[config.mk]
export PLATFORM = sky130hd
export DESIGN_NAME = acmp_ctrl
export DESIGN_NICKNAME = d
export VERILOG_FILES = /design/src/design/acmp_pkg.sv /design/src/design/acmp_ctrl.sv
export SDC_FILE = /design/constraint.sdc
export NUM_CORES = 1
export LEC_CHECK = 0
export BUFFER_PORTS_ARGS = -buffer_cell sky130_fd_sc_hd__buf_4
export CORE_MARGIN = 3
export CORE_UTILIZATION = 40
export CTS_CLUSTER_SIZE = 24
export DETAILED_ROUTE_END_ITERATION = 7
export MAX_ROUTING_LAYER = met4
export PLACE_DENSITY_LB_ADDON = 0.12
export SETUP_SLACK_MARGIN = 0.15
export SLEW_MARGIN = 10
export SYNTH_ARGS = -nofsm -noshare
export SYNTH_HDL_FRONTEND = slang
export SYNTH_SLANG_ARGS = --single-unit
[constraint.sdc]
create_clock -name clk_i -period 3.3 [get_ports clk_i]
set_clock_uncertainty 0.05 [all_clocks]
set_input_delay 0.66 -clock clk_i [delete_from_list [all_inputs] [get_ports clk_i]]
set_output_delay 0.66 -clock clk_i [all_outputs]
set_load 0.005 [all_outputs]
[src/design/acmp_pkg.sv]
// Constants for the analog comparator control block
// How it works
// - Raw comparator output double-synchronised to status
// - Channel select drives negative input when allowed
// - Bandgap select replaces positive pin input
// - Power-off bit powers comparator down
// - Selected output event sets event flag
// - Mode 00 toggle, 10 fall, 11 rise
// - Flag cleared by vector taken or write-one
// - Request needs flag, enable, global enable
// - Capture route enable feeds timer capture
// - Mux usable only without converter power reduction
// - Converter on blocks negative mux override
package acmp_pkg;
  // ****************************************
  // Register map (byte addresses = index*4)
  // ****************************************
  localparam logic [7:0] ACMP_IDX_CONV_CSB  = 8'h7b;
  localparam logic [7:0] ACMP_IDX_CMP_CS    = 8'h50;
  localparam logic [7:0] ACMP_IDX_IRQ_STAT  = 8'h51;
  localparam logic [7:0] ACMP_IDX_IRQ_MASK  = 8'h52;
  localparam logic [9:0] ACMP_ADR_CONV_CSB  = {ACMP_IDX_CONV_CSB, 2'b00};
  localparam logic [9:0] ACMP_ADR_CMP_CS    = {ACMP_IDX_CMP_CS, 2'b00};
  localparam logic [9:0] ACMP_ADR_IRQ_STAT  = {ACMP_IDX_IRQ_STAT, 2'b00};
  localparam logic [9:0] ACMP_ADR_IRQ_MASK  = {ACMP_IDX_IRQ_MASK, 2'b00};
  // ****************************************
  // Field positions
  // ****************************************
  localparam int ACMP_B_MUX_EN   = 6;
  localparam int ACMP_B_PWR_OFF  = 7;
  localparam int ACMP_B_BANDGAP  = 6;
  localparam int ACMP_B_OUT      = 5;
  localparam int ACMP_B_FLAG     = 4;
  localparam int ACMP_B_IRQ_EN   = 3;
  localparam int ACMP_B_CAPT     = 2;
  localparam int ACMP_B_MODE_HI  = 1;
  localparam int ACMP_B_MODE_LO  = 0;
  // ****************************************
  // Reset values and modes
  // ****************************************
  localparam logic [7:0] ACMP_RST_CONV_CSB = 8'h00;
  localparam logic [7:0] ACMP_RST_CMP_CS   = 8'h00;
  localparam logic [1:0] ACMP_RST_IRQ_STAT = 2'h0;
  localparam logic [1:0] ACMP_RST_IRQ_MASK = 2'h0;
  localparam logic [1:0] ACMP_MODE_TOGGLE  = 2'h0;
  localparam logic [1:0] ACMP_MODE_FALL    = 2'h2;
  localparam logic [1:0] ACMP_MODE_RISE    = 2'h3;
endpackage : acmp_pkg

[src/design/acmp_ctrl.sv]
// Analog comparator control and status logic with Wishbone slave
module acmp_ctrl
  import acmp_pkg::*;
(
  // Clock and reset
  input  wire logic       clk_i,
  input  wire logic       rst_i,
  // Wishbone slave
  input  wire logic       cyc_i,
  input  wire logic       stb_i,
  input  wire logic       we_i,
  input  wire logic [9:0] adr_i,
  input  wire logic [3:0] sel_i,
  input  wire logic [31:0] dat_i,
  output logic      [31:0] dat_o,
  output logic             ack_o,
  // Analog core
  input  wire logic       cmp_raw_i,
  output logic            comparator_power_off_o,
  output logic            bandgap_positive_select_o,
  output logic            neg_mux_active_o,
  output logic      [2:0] neg_channel_o,
  // Converter and cpu context
  input  wire logic       converter_on_i,
  input  wire logic       converter_power_reduction_i,
  input  wire logic [2:0] channel_select_i,
  input  wire logic       global_irq_enable_i,
  input  wire logic       vector_taken_i,
  // Timer capture and interrupts
  output logic            capture_o,
  output logic            cmp_irq_o,
  output logic            irq_o
);
  // ****************************************
  // Synchroniser and edge detection
  // ****************************************
  logic       sync_a;
  logic       sync_b;
  logic       prev_b;
  logic       ev_rise;
  logic       ev_fall;
  logic       ev_hit;
  logic [7:0] csb;
  logic [7:0] cs;
  logic [1:0] mode;
  logic       flag;
  logic [1:0] stat;
  logic [1:0] mask;
  always_ff @(posedge clk_i) begin
    if (rst_i) begin
      sync_a <= 1'b0;
    end else begin
      sync_a <= cmp_raw_i;
    end
  end

  always_ff @(posedge clk_i) begin
    if (rst_i) begin
      sync_b <= 1'b0;
    end else begin
      sync_b <= sync_a;
    end
  end

  always_ff @(posedge clk_i) begin
    if (rst_i) begin
      prev_b <= 1'b0;
    end else begin
      prev_b <= sync_b;
    end
  end

  assign mode    = cs[ACMP_B_MODE_HI:ACMP_B_MODE_LO];
  assign ev_rise = sync_b & ~prev_b;
  assign ev_fall = ~sync_b & prev_b;
  assign ev_hit  = (mode == ACMP_MODE_TOGGLE) ? (ev_rise | ev_fall) :
                   (mode == ACMP_MODE_FALL)   ? ev_fall :
                   (mode == ACMP_MODE_RISE)   ? ev_rise : 1'b0;
  // ****************************************
  // Bus decode
  // ****************************************
  logic       req;
  logic       wr;
  logic       rd;
  logic       hit_csb;
  logic       hit_cs;
  logic       hit_stat;
  logic       hit_mask;
  logic [7:0] rd_byte;
  logic       clr_flag;
  logic       rd_stat;
  assign req      = cyc_i & stb_i & ~ack_o;
  assign wr       = req & we_i & sel_i[0];
  assign rd       = req & ~we_i;
  assign hit_csb  = adr_i == ACMP_ADR_CONV_CSB;
  assign hit_cs   = adr_i == ACMP_ADR_CMP_CS;
  assign hit_stat = adr_i == ACMP_ADR_IRQ_STAT;
  assign hit_mask = adr_i == ACMP_ADR_IRQ_MASK;
  assign clr_flag = (wr & hit_cs & dat_i[ACMP_B_FLAG]) | vector_taken_i;
  assign rd_stat  = rd & hit_stat;
  assign rd_byte  = hit_csb  ? (csb & 8'h47) :
                    hit_cs   ? {cs[7:6], sync_b, flag, cs[3:0]} :
                    hit_stat ? {6'h00, stat} :
                    hit_mask ? {6'h00, mask} : 8'h00;
  // ****************************************
  // Next values
  // ****************************************
  logic [7:0]  next_csb;
  logic [7:0]  next_cs;
  logic [1:0]  next_mask;
  logic        next_ack;
  logic [31:0] next_dat;
  logic        next_flag;
  logic [1:0]  next_stat;
  logic [1:0]  stat_set;
  logic        mux_ok;
  logic        next_pwr_off;
  logic        next_bandgap;
  logic        next_mux_active;
  logic [2:0]  next_channel;
  logic        next_capture;
  logic        next_cmp_irq;
  logic        next_irq;

  assign next_ack        = req;
  assign next_dat        = rd ? {24'h0, rd_byte} : 32'h0;
  assign next_csb        = (wr & hit_csb) ? (dat_i[7:0] & 8'h47) : csb;
  assign next_cs         = (wr & hit_cs) ? {dat_i[7:6], 2'b00, dat_i[3:0]} : cs;
  assign next_mask       = (wr & hit_mask) ? dat_i[1:0] : mask;
  assign next_flag       = ev_hit | (flag & ~clr_flag);
  assign stat_set        = {ev_hit & cs[ACMP_B_CAPT], ev_hit};
  assign mux_ok          = csb[ACMP_B_MUX_EN] & ~converter_on_i
                           & ~converter_power_reduction_i;
  assign next_pwr_off    = cs[ACMP_B_PWR_OFF];
  assign next_bandgap    = cs[ACMP_B_BANDGAP];
  assign next_mux_active = mux_ok;
  assign next_channel    = mux_ok ? channel_select_i : 3'h0;
  assign next_capture    = cs[ACMP_B_CAPT] & sync_b;
  assign next_cmp_irq    = next_flag & cs[ACMP_B_IRQ_EN]
                           & global_irq_enable_i;
  assign next_irq        = |(stat & mask);

  // Sticky status bits, set wins over read clear
  for (genvar g = 0; g < 2; g++) begin : g_stat
    assign next_stat[g] = stat_set[g] | (stat[g] & ~rd_stat);
  end

  // ****************************************
  // Bus acknowledge
  // ****************************************
  always_ff @(posedge clk_i) begin
    if (rst_i) begin
      ack_o <= 1'b0;
    end else begin
      ack_o <= next_ack;
    end
  end

  // ****************************************
  // Read data
  // ****************************************
  always_ff @(posedge clk_i) begin
    if (rst_i) begin
      dat_o <= 32'h0;
    end else begin
      dat_o <= next_dat;
    end
  end

  // ****************************************
  // Converter control register
  // ****************************************
  always_ff @(posedge clk_i) begin
    if (rst_i) begin
      csb <= ACMP_RST_CONV_CSB;
    end else begin
      csb <= next_csb;
    end
  end

  // ****************************************
  // Comparator control register
  // ****************************************
  always_ff @(posedge clk_i) begin
    if (rst_i) begin
      cs <= ACMP_RST_CMP_CS;
    end else begin
      cs <= next_cs;
    end
  end

  // ****************************************
  // Interrupt mask register
  // ****************************************
  always_ff @(posedge clk_i) begin
    if (rst_i) begin
      mask <= ACMP_RST_IRQ_MASK;
    end else begin
      mask <= next_mask;
    end
  end

  // ****************************************
  // Event flag
  // ****************************************
  always_ff @(posedge clk_i) begin
    if (rst_i) begin
      flag <= 1'b0;
    end else begin
      flag <= next_flag;
    end
  end

  // ****************************************
  // Interrupt status
  // ****************************************
  always_ff @(posedge clk_i) begin
    if (rst_i) begin
      stat <= ACMP_RST_IRQ_STAT;
    end else begin
      stat <= next_stat;
    end
  end

  // ****************************************
  // Power control
  // ****************************************
  always_ff @(posedge clk_i) begin
    if (rst_i) begin
      comparator_power_off_o <= 1'b0;
    end else begin
      comparator_power_off_o <= next_pwr_off;
    end
  end

  // ****************************************
  // Positive input select
  // ****************************************
  always_ff @(posedge clk_i) begin
    if (rst_i) begin
      bandgap_positive_select_o <= 1'b0;
    end else begin
      bandgap_positive_select_o <= next_bandgap;
    end
  end

  // ****************************************
  // Negative input mux
  // ****************************************
  always_ff @(posedge clk_i) begin
    if (rst_i) begin
      neg_mux_active_o <= 1'b0;
    end else begin
      neg_mux_active_o <= next_mux_active;
    end
  end

  // ****************************************
  // Negative input channel
  // ****************************************
  always_ff @(posedge clk_i) begin
    if (rst_i) begin
      neg_channel_o <= 3'h0;
    end else begin
      neg_channel_o <= next_channel;
    end
  end

  // ****************************************
  // Timer capture route
  // ****************************************
  always_ff @(posedge clk_i) begin
    if (rst_i) begin
      capture_o <= 1'b0;
    end else begin
      capture_o <= next_capture;
    end
  end

  // ****************************************
  // Comparator request
  // ****************************************
  always_ff @(posedge clk_i) begin
    if (rst_i) begin
      cmp_irq_o <= 1'b0;
    end else begin
      cmp_irq_o <= next_cmp_irq;
    end
  end

  // ****************************************
  // Level interrupt
  // ****************************************
  always_ff @(posedge clk_i) begin
    if (rst_i) begin
      irq_o <= 1'b0;
    end else begin
      irq_o <= next_irq;
    end
  end

endmodule : acmp_ctrl

==> results of run 1 <==
==> path summary, 6_finish.rpt <==
kind | start | to | slack (ps) | depth (start not counted)
max | we_i | dat_o[7] | 1560 | 5
min | sync_a | sync_b | 400 | 1
max reg2reg | sync_b | cmp_irq_o | 1660 | 6
min reg2reg | sync_a | sync_b | 400 | 1
==> power by group <==
group	switching [W]	internal, W	total, W
registers	0.00000220	0.000438	0.000440
logic	0.0000316	0.0000337	0.0000654
clock network	0.000150	0.000147	0.000297
total	0.000184	0.000619	0.000802
==> cells in the mapped netlist (2+ instances only) <==
cell	n
dfxtp_1	36
inv_1	3
and4bb_2	2
a21oi_1	5
nor4b_1	3
a22oi_1	3
nor2_1	21
nor2b_1	8
nand2b_1	3
o311ai_0	2
nand4_1	3
and2_1	7
buf_4	25
ha_1	2
mux2i_1	12
nand2_1	5
==> kinds of logic after synthesis <==
family / Yosys count
compound gates: 15
fa+ha+maj: 2
buf+inv: 30
flops: 36
mux: 12
other cells: 1
simple gates: 61
==> flip-flops by register name (all words and copies together) (netlist names), 2 cells and up <==
signal,flops
dat_o,8
cs,6
csb,4
mask,2
neg_channel_o,3
stat,2
==> routing by layer <==
metal / track usage (%) / part of all wire (%)
met1: 14.9 / 42
met2: 22.6 / 47
met3: 4.70 / 9.0
met4: 7.94 / 2.1
met5: - / 0
==> stage by stage <==
| stage | hold slack (ps) | instances | setup WS [ps] | utilization [%] |
|---|---|---|---|---|
| 6_report | 403 | 257 | 1560 | 52.9 |
| 3_5_place_dp | 386 | 249 | 1300 | 50.5 |
| 4_1_cts | 399 | 257 | 1590 | 52.9 |
| 2_1_floorplan | 364 | 180 | 1590 | - |
| 5_1_grt | 415 | 257 | 1410 | 52.9 |
| 3_3_place_gp | 383 | 249 | 1350 | 50.5 |
==> worst max-delay path: stages <==
cell and delay [ps]:
buf_4 110, nor4bb_1 430, nand4_1 310, nor2_1 250, and2_1 150
==> cell type report <==
class	count	area share, %
clock buffers	5	3.50
multi-input cells	114	36.9
repair buffers	48	18.3
well taps	48	3.06
inverters	3	0.573
flip-flops and latches	36	36.7
clock inverters	3	0.955
==> reports/qor.csv, run 1 <==
metric,value,unit
rsz0062_at_grt,false,
start_kind,primary input,
regArea,721,um2
num_rows,22,
synth.area.top_cells,"dfxtp_1 46%, buf_4 12%, mux2i_1 7.7%, nor2_1 5.0%, nor2b_1 3.2%",
track_usage,14.0,%
grt_pass1_wl,4640,um
wl,3070,um
postSynthCellCount,157,
power-per-cell-area,408,nW/um2
synthXorXnorAreaFrac,0,%
synth.distinct_cells,33,
drt_iter0_markers,31,
maxCapViolations,0,
multi_input_area,724,um2
drive_gt1_share,29.7,%
drc,0,
htree_num_levels,2,
cts.sinks,36,
io_buffers,48,
gr-total-overflow,0,
ys_seq_elements,36,
ios,101,
coreArea,3720,um2
worstMarginPinSlew,482,ps
ant_nets,0,
drtPass1Iterations,4,
num-nets-final,269,
fin_crit_sh,52.8,%
relSlewSlack,67.4,%
synth_fa_ha_area_share,1.60,%
cts_buffer_depth,2,
yosys.area_share.simple,24.1,%
power,0.000802,W
viasPerCell,4.63,
yosysTopAreaCell,dfxtp_1,
worstSkewPairLatency,280,ps
synth_area,1570,um2
antenna_found_initial,0,
finalMaxSlewViolations,0,
die_h,68.6,um
cts_setup_buffers,0,
endpoint_kind,flip-flop,
cts_hold_buf,0,
cts_made_buffers,5,
gp_congestion,0.846,
final_area,1960,um2
synth_top_family_by_area,simple AND/OR/NAND/NOR gates,
diodes,0,
synth.avg_cell_area,9.97,um2
hold_viol,0,
status,"complete, no violations",
cts_tree,yes,
synth_top_area_share,46.0,%
die_w,68.6,um
grt_pass1_vias,1101,
cts-root-buf,clkbuf_8,
wl_per_cell,11.9,um
finalSetupViolCount,0,
grt_start_max_net_pins,23,
cts_resized,0,
most-common-layout-cells,"48 x buf_4, 36 x dfxtp_1, 24 x conb_1",
vdd_drop_max,252,uV
worstHoldPathType,reg2reg,
synth-main-ff-cell,dfxtp_1,
cp.required,3470,ps
dp_hpwl,2440,um
synth_compound_area_share,7.11,%
fin_tns_setup,0,ps
crit_path_max_fanout,6,
clkTransAtPathRegs,70,ps
start_util,42.1,%
dpl_cell_area,1880,um2
crit_type,in2reg,
leakagePower,0.913,nW
yosysSeqAreaShare,46.0,%
die-area,4700,um2
period_minus_slack,1740,ps
via_count,1189,
synth_edf_count,0,
ys_warn_count,0,
arrival,1920,ps
fmax,0.574,GHz
nFillCells,364,
yosys-mux-area-fraction,7.67,%
area_growth_syn_to_layout,25.5,%
async_flop_share,0,%
final_common_cell,buf_4,
(Power assumes the default switching activity.)
==> inputs of run 2 (changes only) <==
==> constraint.sdc (replaced) <==
create_clock -name clk_i -period 1.8 [get_ports clk_i]
set_clock_uncertainty 0.05 [all_clocks]
set_input_delay 0.36 -clock clk_i [delete_from_list [all_inputs] [get_ports clk_i]]
set_output_delay 0.36 -clock clk_i [all_outputs]
set_load 0.005 [all_outputs]
==> run 2 against run 1 <==
  * Wire length increased by 1.0%
  * Sequential power increased by 83%
  * Worst hold slack got worse by 190 ps
  * Sequential share of layout area down 0.74 points
  * Critical path type is now reg2reg
  * Highest routed layer unchanged
==> reports/qor.csv, run 2 (same netlist as run 1, synthesis figures left out) <==
metric,value,unit,change
cts_buffer_depth,2,,unchanged
p_sw,0.000340,W,was 0.000184 W
power.share.switching,21.0,%,was 22.9%
dpl_cell_area,1880,um2,about the same
pre_cts_ws,136,ps,was 1300 ps
ant_nets,0,,unchanged
relSlewSlack,66.1,%,was 67.4%
power-per-cell-area,805,nW/um2,was 408 nW/um2
die_w,68.6,um,unchanged
wl,3100,um,was 3070 um
ios,101,,unchanged
status,"complete, no violations",,unchanged
gp_congestion,0.834,,was 0.846
worstMarginPinSlew,502,ps,was 482 ps
hold_viol,0,,unchanged
cts_tree,yes,,unchanged
hold_end,neg_mux_active_o,,was sync_b
rrSetupSlack,240,ps,was 1660 ps
rsz0062_at_grt,false,,unchanged
drt_iter0_markers,32,,was 31
clkTransAtPathRegs,70,ps,about the same
final_area,2010,um2,was 1960 um2
crit_path_max_fanout,3,,was 6
worstSkewPairLatency,280,ps,about the same
top_register,dat_o,,unchanged
vdd_drop_max,850,uV,was 252 uV
hold_path_depth,2,,was 1
drc,0,,unchanged
layout_setup_ws,236,ps,was 1560 ps
track_usage,13.7,%,was 14.0%
p_comb_share,7.6,%,was 8.1%
top_regs,"dat_o x8, cs x6, csb x4",,unchanged
worstHoldStart,converter_power_reduction_i,,was sync_a
fin_crit_sh,86.9,%,
start_util,42.1,%,unchanged
cp.required,1980,ps,was 3470 ps
fin_tns_setup,0,ps,unchanged
final_common_cell,buf_4,,unchanged
grt_pass1_wl,4600,um,was 4640 um
worstHoldPathType,in2reg,,was reg2reg
num-nets-final,271,,was 269
wl_per_cell,12.0,um,was 11.9 um
endpoint_kind,flip-flop,,unchanged
finalSetupViolCount,0,,unchanged
io_buffers,48,,unchanged
period_minus_slack,1560,ps,
die-area,4700,um2,unchanged
drtPass1Iterations,4,,unchanged
dp_hpwl,2440,um,about the same
crit_type,reg2reg,,was in2reg
rr_endpoint,cmp_irq_o,,unchanged
internal_power,0.00128,W,was 0.000619 W
reg2reg_depth,6,,unchanged
pwr-share-seq,49.9,%,was 54.9%
grt_start_max_net_pins,23,,unchanged
placedCellCount,250,,was 249
via_count,1182,,was 1189
clock_power_share,42.5,%,was 37.0%
diodes,0,,unchanged
finalMaxSlewViolations,0,,unchanged
area_growth_syn_to_layout,28.3,%,was 25.5%
htree_num_levels,2,,unchanged
fmax,0.639,GHz,
start_kind,flip-flop,,was primary input
drive_gt1_share,31.8,%,was 29.7%
num_rows,22,,unchanged
viasPerCell,4.56,,was 4.63
leakagePower,0.929,nW,was 0.913 nW
largest_reg_flops,8,,unchanged
maxCapViolations,0,,unchanged
coreArea,3720,um2,unchanged
cts-root-buf,clkbuf_8,,unchanged
grt_pass1_vias,1085,,was 1101
final_cells,259,,was 257
r2r-start,sync_b,,unchanged
gr-total-overflow,0,,unchanged
arrival,1740,ps,was 1920 ps
cts_made_buffers,5,,unchanged
antenna_found_initial,0,,unchanged
most-common-layout-cells,"50 x buf_4, 35 x dfxtp_1, 24 x conb_1",,"was 48 x buf_4, 36 x dfxtp_1, 24 x conb_1"
cts.sinks,36,,unchanged
die_h,68.6,um,unchanged
==> run 2: how the worst max path moves through the flow <==
stage / startpoint / endpoint / cells past startpoint
5_1_grt: sync_b / cmp_irq_o / 6
6_report: sync_b / cmp_irq_o / 6
4_1_cts: sync_b / cmp_irq_o / 6
3_3_place_gp: adr_i[9] / csb[0] / 5
3_5_place_dp: adr_i[3] / cmp_irq_o / 4
2_1_floorplan: sync_b / cmp_irq_o / 6
==> run 2: power by group through the flow <==
| stage | Sequential, W | Clock, W | Combinational, W |
|---|---|---|---|
| 5_1_grt | 0.000807 | 0.000739 | 0.000137 |
| 6_report | 0.000807 | 0.000686 | 0.000122 |
| 3_5_place_dp | 0.000825 | 0 | 0.000120 |
| 3_3_place_gp | 0.000825 | 0 | 0.000116 |
| 2_1_floorplan | 0.000824 | 0 | 0.0000875 |
| 4_1_cts | 0.000807 | 0.000706 | 0.000120 |
==> run 2: layer usage <==
| layer | up-vias | global-route usage [%] | routed length [um] |
|---|---|---|---|
| met5 | - | - | 0 |
| met4 | 0 | 5.21 | 17 |
| met3 | 2 | 4.70 | 298 |
| met2 | 50 | 22.4 | 1500 |
| met1 | 533 | 15.3 | 1290 |
| li1 | 597 | - | - |
==> run 2: final cells by class <==
type	instances	area (um2)
fill	348	1710
multi-input combinational	114	728
sequential	36	722
timing repair buffer	50	375
clock buffer	5	68.8
tap	48	60.1
clock inverter	3	42.5
inverter	3	11.3
==> run 2: critical path, stage by stage, from the launching register on <==
cell and delay [ps]:
dfxtp_2 330, inv_2 40, ha_1 270, nor2b_1 130, o31a_1 330, a21oi_2 180
o2111a_1 180
==> run 2: what timing repair did <==
action                     CTS  global route
setup endpoints to repair    0             2
hold buffers                 0             0
setup buffers                0             1
gates resized for setup      0             3
==> run 2: stage by stage <==
stage                     hold slack, ps  utilization (%)  total power [W]
final                                217             54.0          0.00162
after global routing                 218             54.0          0.00168
after CTS                            215             53.7          0.00163
after detailed placement             386             50.7         0.000945
after global placement               382             50.7         0.000941
after floorplan                      364                -         0.000912
==> inputs of run 3 (changes only) <==
--- a/config.mk
+++ b/config.mk
@@ -5,11 +5,11 @@
 export SDC_FILE = /design/constraint.sdc
 export NUM_CORES = 1
 export LEC_CHECK = 0
-export BUFFER_PORTS_ARGS = -buffer_cell sky130_fd_sc_hd__buf_4
 export CORE_MARGIN = 3
 export CORE_UTILIZATION = 40
 export CTS_CLUSTER_SIZE = 24
 export DETAILED_ROUTE_END_ITERATION = 7
+export DONT_BUFFER_PORTS = 1
 export MAX_ROUTING_LAYER = met4
 export PLACE_DENSITY_LB_ADDON = 0.12
 export SETUP_SLACK_MARGIN = 0.15
==> run 3 against run 2 <==
  * Cell area decreased by 18%
  * Final cell count down 18%
  * Setup slack got worse by 6.2 ps
  * Largest cell class unchanged
==> reports/qor.csv, run 3 (same netlist as run 1, synthesis figures left out) <==
metric,value,unit,change
clkTransAtPathRegs,80,ps,was 70 ps
cts_made_buffers,5,,unchanged
grt_pass1_wl,4380,um,was 4600 um
via_count,1041,,was 1182
area_growth_syn_to_layout,4.88,%,was 28.3%
start_kind,flip-flop,,unchanged
ant_nets,0,,unchanged
crit_path_max_fanout,3,,unchanged
maxCapViolations,0,,unchanged
top_regs,"dat_o x8, cs x6, csb x4",,unchanged
wl_per_cell,13.6,um,was 12.0 um
startpoint,sync_b,,unchanged
finalMaxSlewViolations,0,,unchanged
relSlewSlack,67.0,%,was 66.1%
htree_num_levels,2,,unchanged
num-nets-final,225,,was 271
diodes,0,,unchanged
worstMarginPinSlew,488,ps,was 502 ps
fmax,0.637,GHz,was 0.639 GHz
rr_endpoint,cmp_irq_o,,unchanged
start_util,42.1,%,unchanged
cts-root-buf,clkbuf_8,,unchanged
reg2reg_depth,6,,unchanged
holdWs,90.6,ps,was 217 ps
nFillCells,360,,was 348
arrival,1740,ps,about the same
period_minus_slack,1570,ps,was 1560 ps
grt_start_max_net_pins,23,,unchanged
gr-total-overflow,0,,unchanged
largest_reg_flops,8,,unchanged
cts_hold_buf,0,,unchanged
antenna_found_initial,0,,unchanged
hold_viol,0,,unchanged
cp.required,1970,ps,was 1980 ps
hold_end,irq_o,,was neg_mux_active_o
grt_pass1_vias,980,,was 1085
hold_path_depth,1,,was 2
fin_tns_setup,0,ps,unchanged
power-per-cell-area,871,nW/um2,was 805 nW/um2
cts.sinks,36,,unchanged
viasPerCell,4.89,,was 4.56
cts_buffer_depth,2,,unchanged
final_common_cell,dfxtp_1,,was buf_4
coreArea,3720,um2,unchanged
gp_congestion,0.839,,was 0.834
finalSetupViolCount,0,,unchanged
rrSetupSlack,230,ps,was 240 ps
die_h,68.6,um,unchanged
cts_tree,yes,,unchanged
vdd_drop_max,384,uV,was 850 uV
drc,0,,unchanged
endpoint_kind,flip-flop,,unchanged
worstHoldStart,rst_i,,was converter_power_reduction_i
drtPass1Iterations,4,,unchanged
worstSkewPairLatency,280,ps,about the same
rsz0062_at_grt,false,,unchanged
num_rows,22,,unchanged
r2r-start,sync_b,,unchanged
fin_crit_sh,87.2,%,was 86.9%
status,"complete, no violations",,unchanged
leakagePower,0.687,nW,was 0.929 nW
top_register,dat_o,,unchanged
worstHoldPathType,in2reg,,unchanged
die-area,4700,um2,unchanged
most-common-layout-cells,"35 x dfxtp_1, 24 x conb_1, 21 x nor2_1",,"was 50 x buf_4, 35 x dfxtp_1, 24 x conb_1"
wl,2910,um,was 3100 um
drive_gt1_share,11.5,%,was 31.8%
track_usage,13.4,%,was 13.7%
ios,101,,unchanged
dp_hpwl,2300,um,was 2440 um
crit_type,reg2reg,,unchanged
die_w,68.6,um,unchanged
io_buffers,0,,was 48
drt_iter0_markers,56,,was 32
run 3: cell types whose count changed in the layout (fill, tap and decap cells not counted):
cell / change
buf_4: -46
clkbuf_1: +2
bufinv_16: -1
clkbuf_8: +1
clkinv_2: -1
clkinvlp_4: -1
run 3: area by class of cell:
class / instances / area, um2 / share of cell area, %
well taps: 48 / 60.1 / 3.66
inverters: 3 / 11.3 / 0.686
multi-input cells: 114 / 728 / 44.4
repair buffers: 4 / 30.0 / 1.83
clock buffers: 8 / 90.1 / 5.49
flip-flops and latches: 36 / 722 / 44.0
run 3: worst max path at each step:
stage | to | cells after the start
floorplan | cmp_irq_o | 6
CTS | cmp_irq_o | 6
global route | dat_o[4] | 5
global placement | cmp_irq_o | 6
finish | cmp_irq_o | 6
detailed placement | cmp_irq_o | 6
run 3: power by group:
part           switching, W   total, W  internal (W)  leakage, nW
clock              0.000254   0.000566      0.000312       0.0455
combinational     0.0000328  0.0000561     0.0000233        0.350
sequential       0.00000399   0.000808      0.000804        0.291
total              0.000291    0.00143       0.00114        0.687
run 3: repair_timing:
item                                    4_1_cts  5_1_grt
buffers inserted                              0        4
pin swaps                                     0        4
endpoints found under the setup margin        1        6
resized for setup                             1        2
run 3: metrics by stage:
stage                     util, %  cells  area (um2)  power (W)  setup slack, ps
after floorplan                 -    180        1650   0.000912              326
after global placement       40.8    201        1520   0.000875              238
after detailed placement     40.8    201        1520   0.000877              156
after CTS                    43.3    209        1610    0.00144              178
after global routing         44.2    213        1640    0.00149              154
final                        44.2    213        1640    0.00143              230
run 3: worst max-delay path: stages, from the launching register on:
cell      delay, ps
dfxtp_2         340
inv_2            40
ha_1            270
nor2b_1         130
o31a_1          330
a21oi_2         170
o2111a_1        180
run 3: metal layers:
metal | vias up | track usage, % | share of wire [%]
li1 | 506 | - | -
met2 | 53 | 20.4 | 47
met1 | 476 | 15.3 | 42
met4 | 0 | 5.96 | 1.4
met5 | - | - | 0
met3 | 6 | 5.51 | 9.7
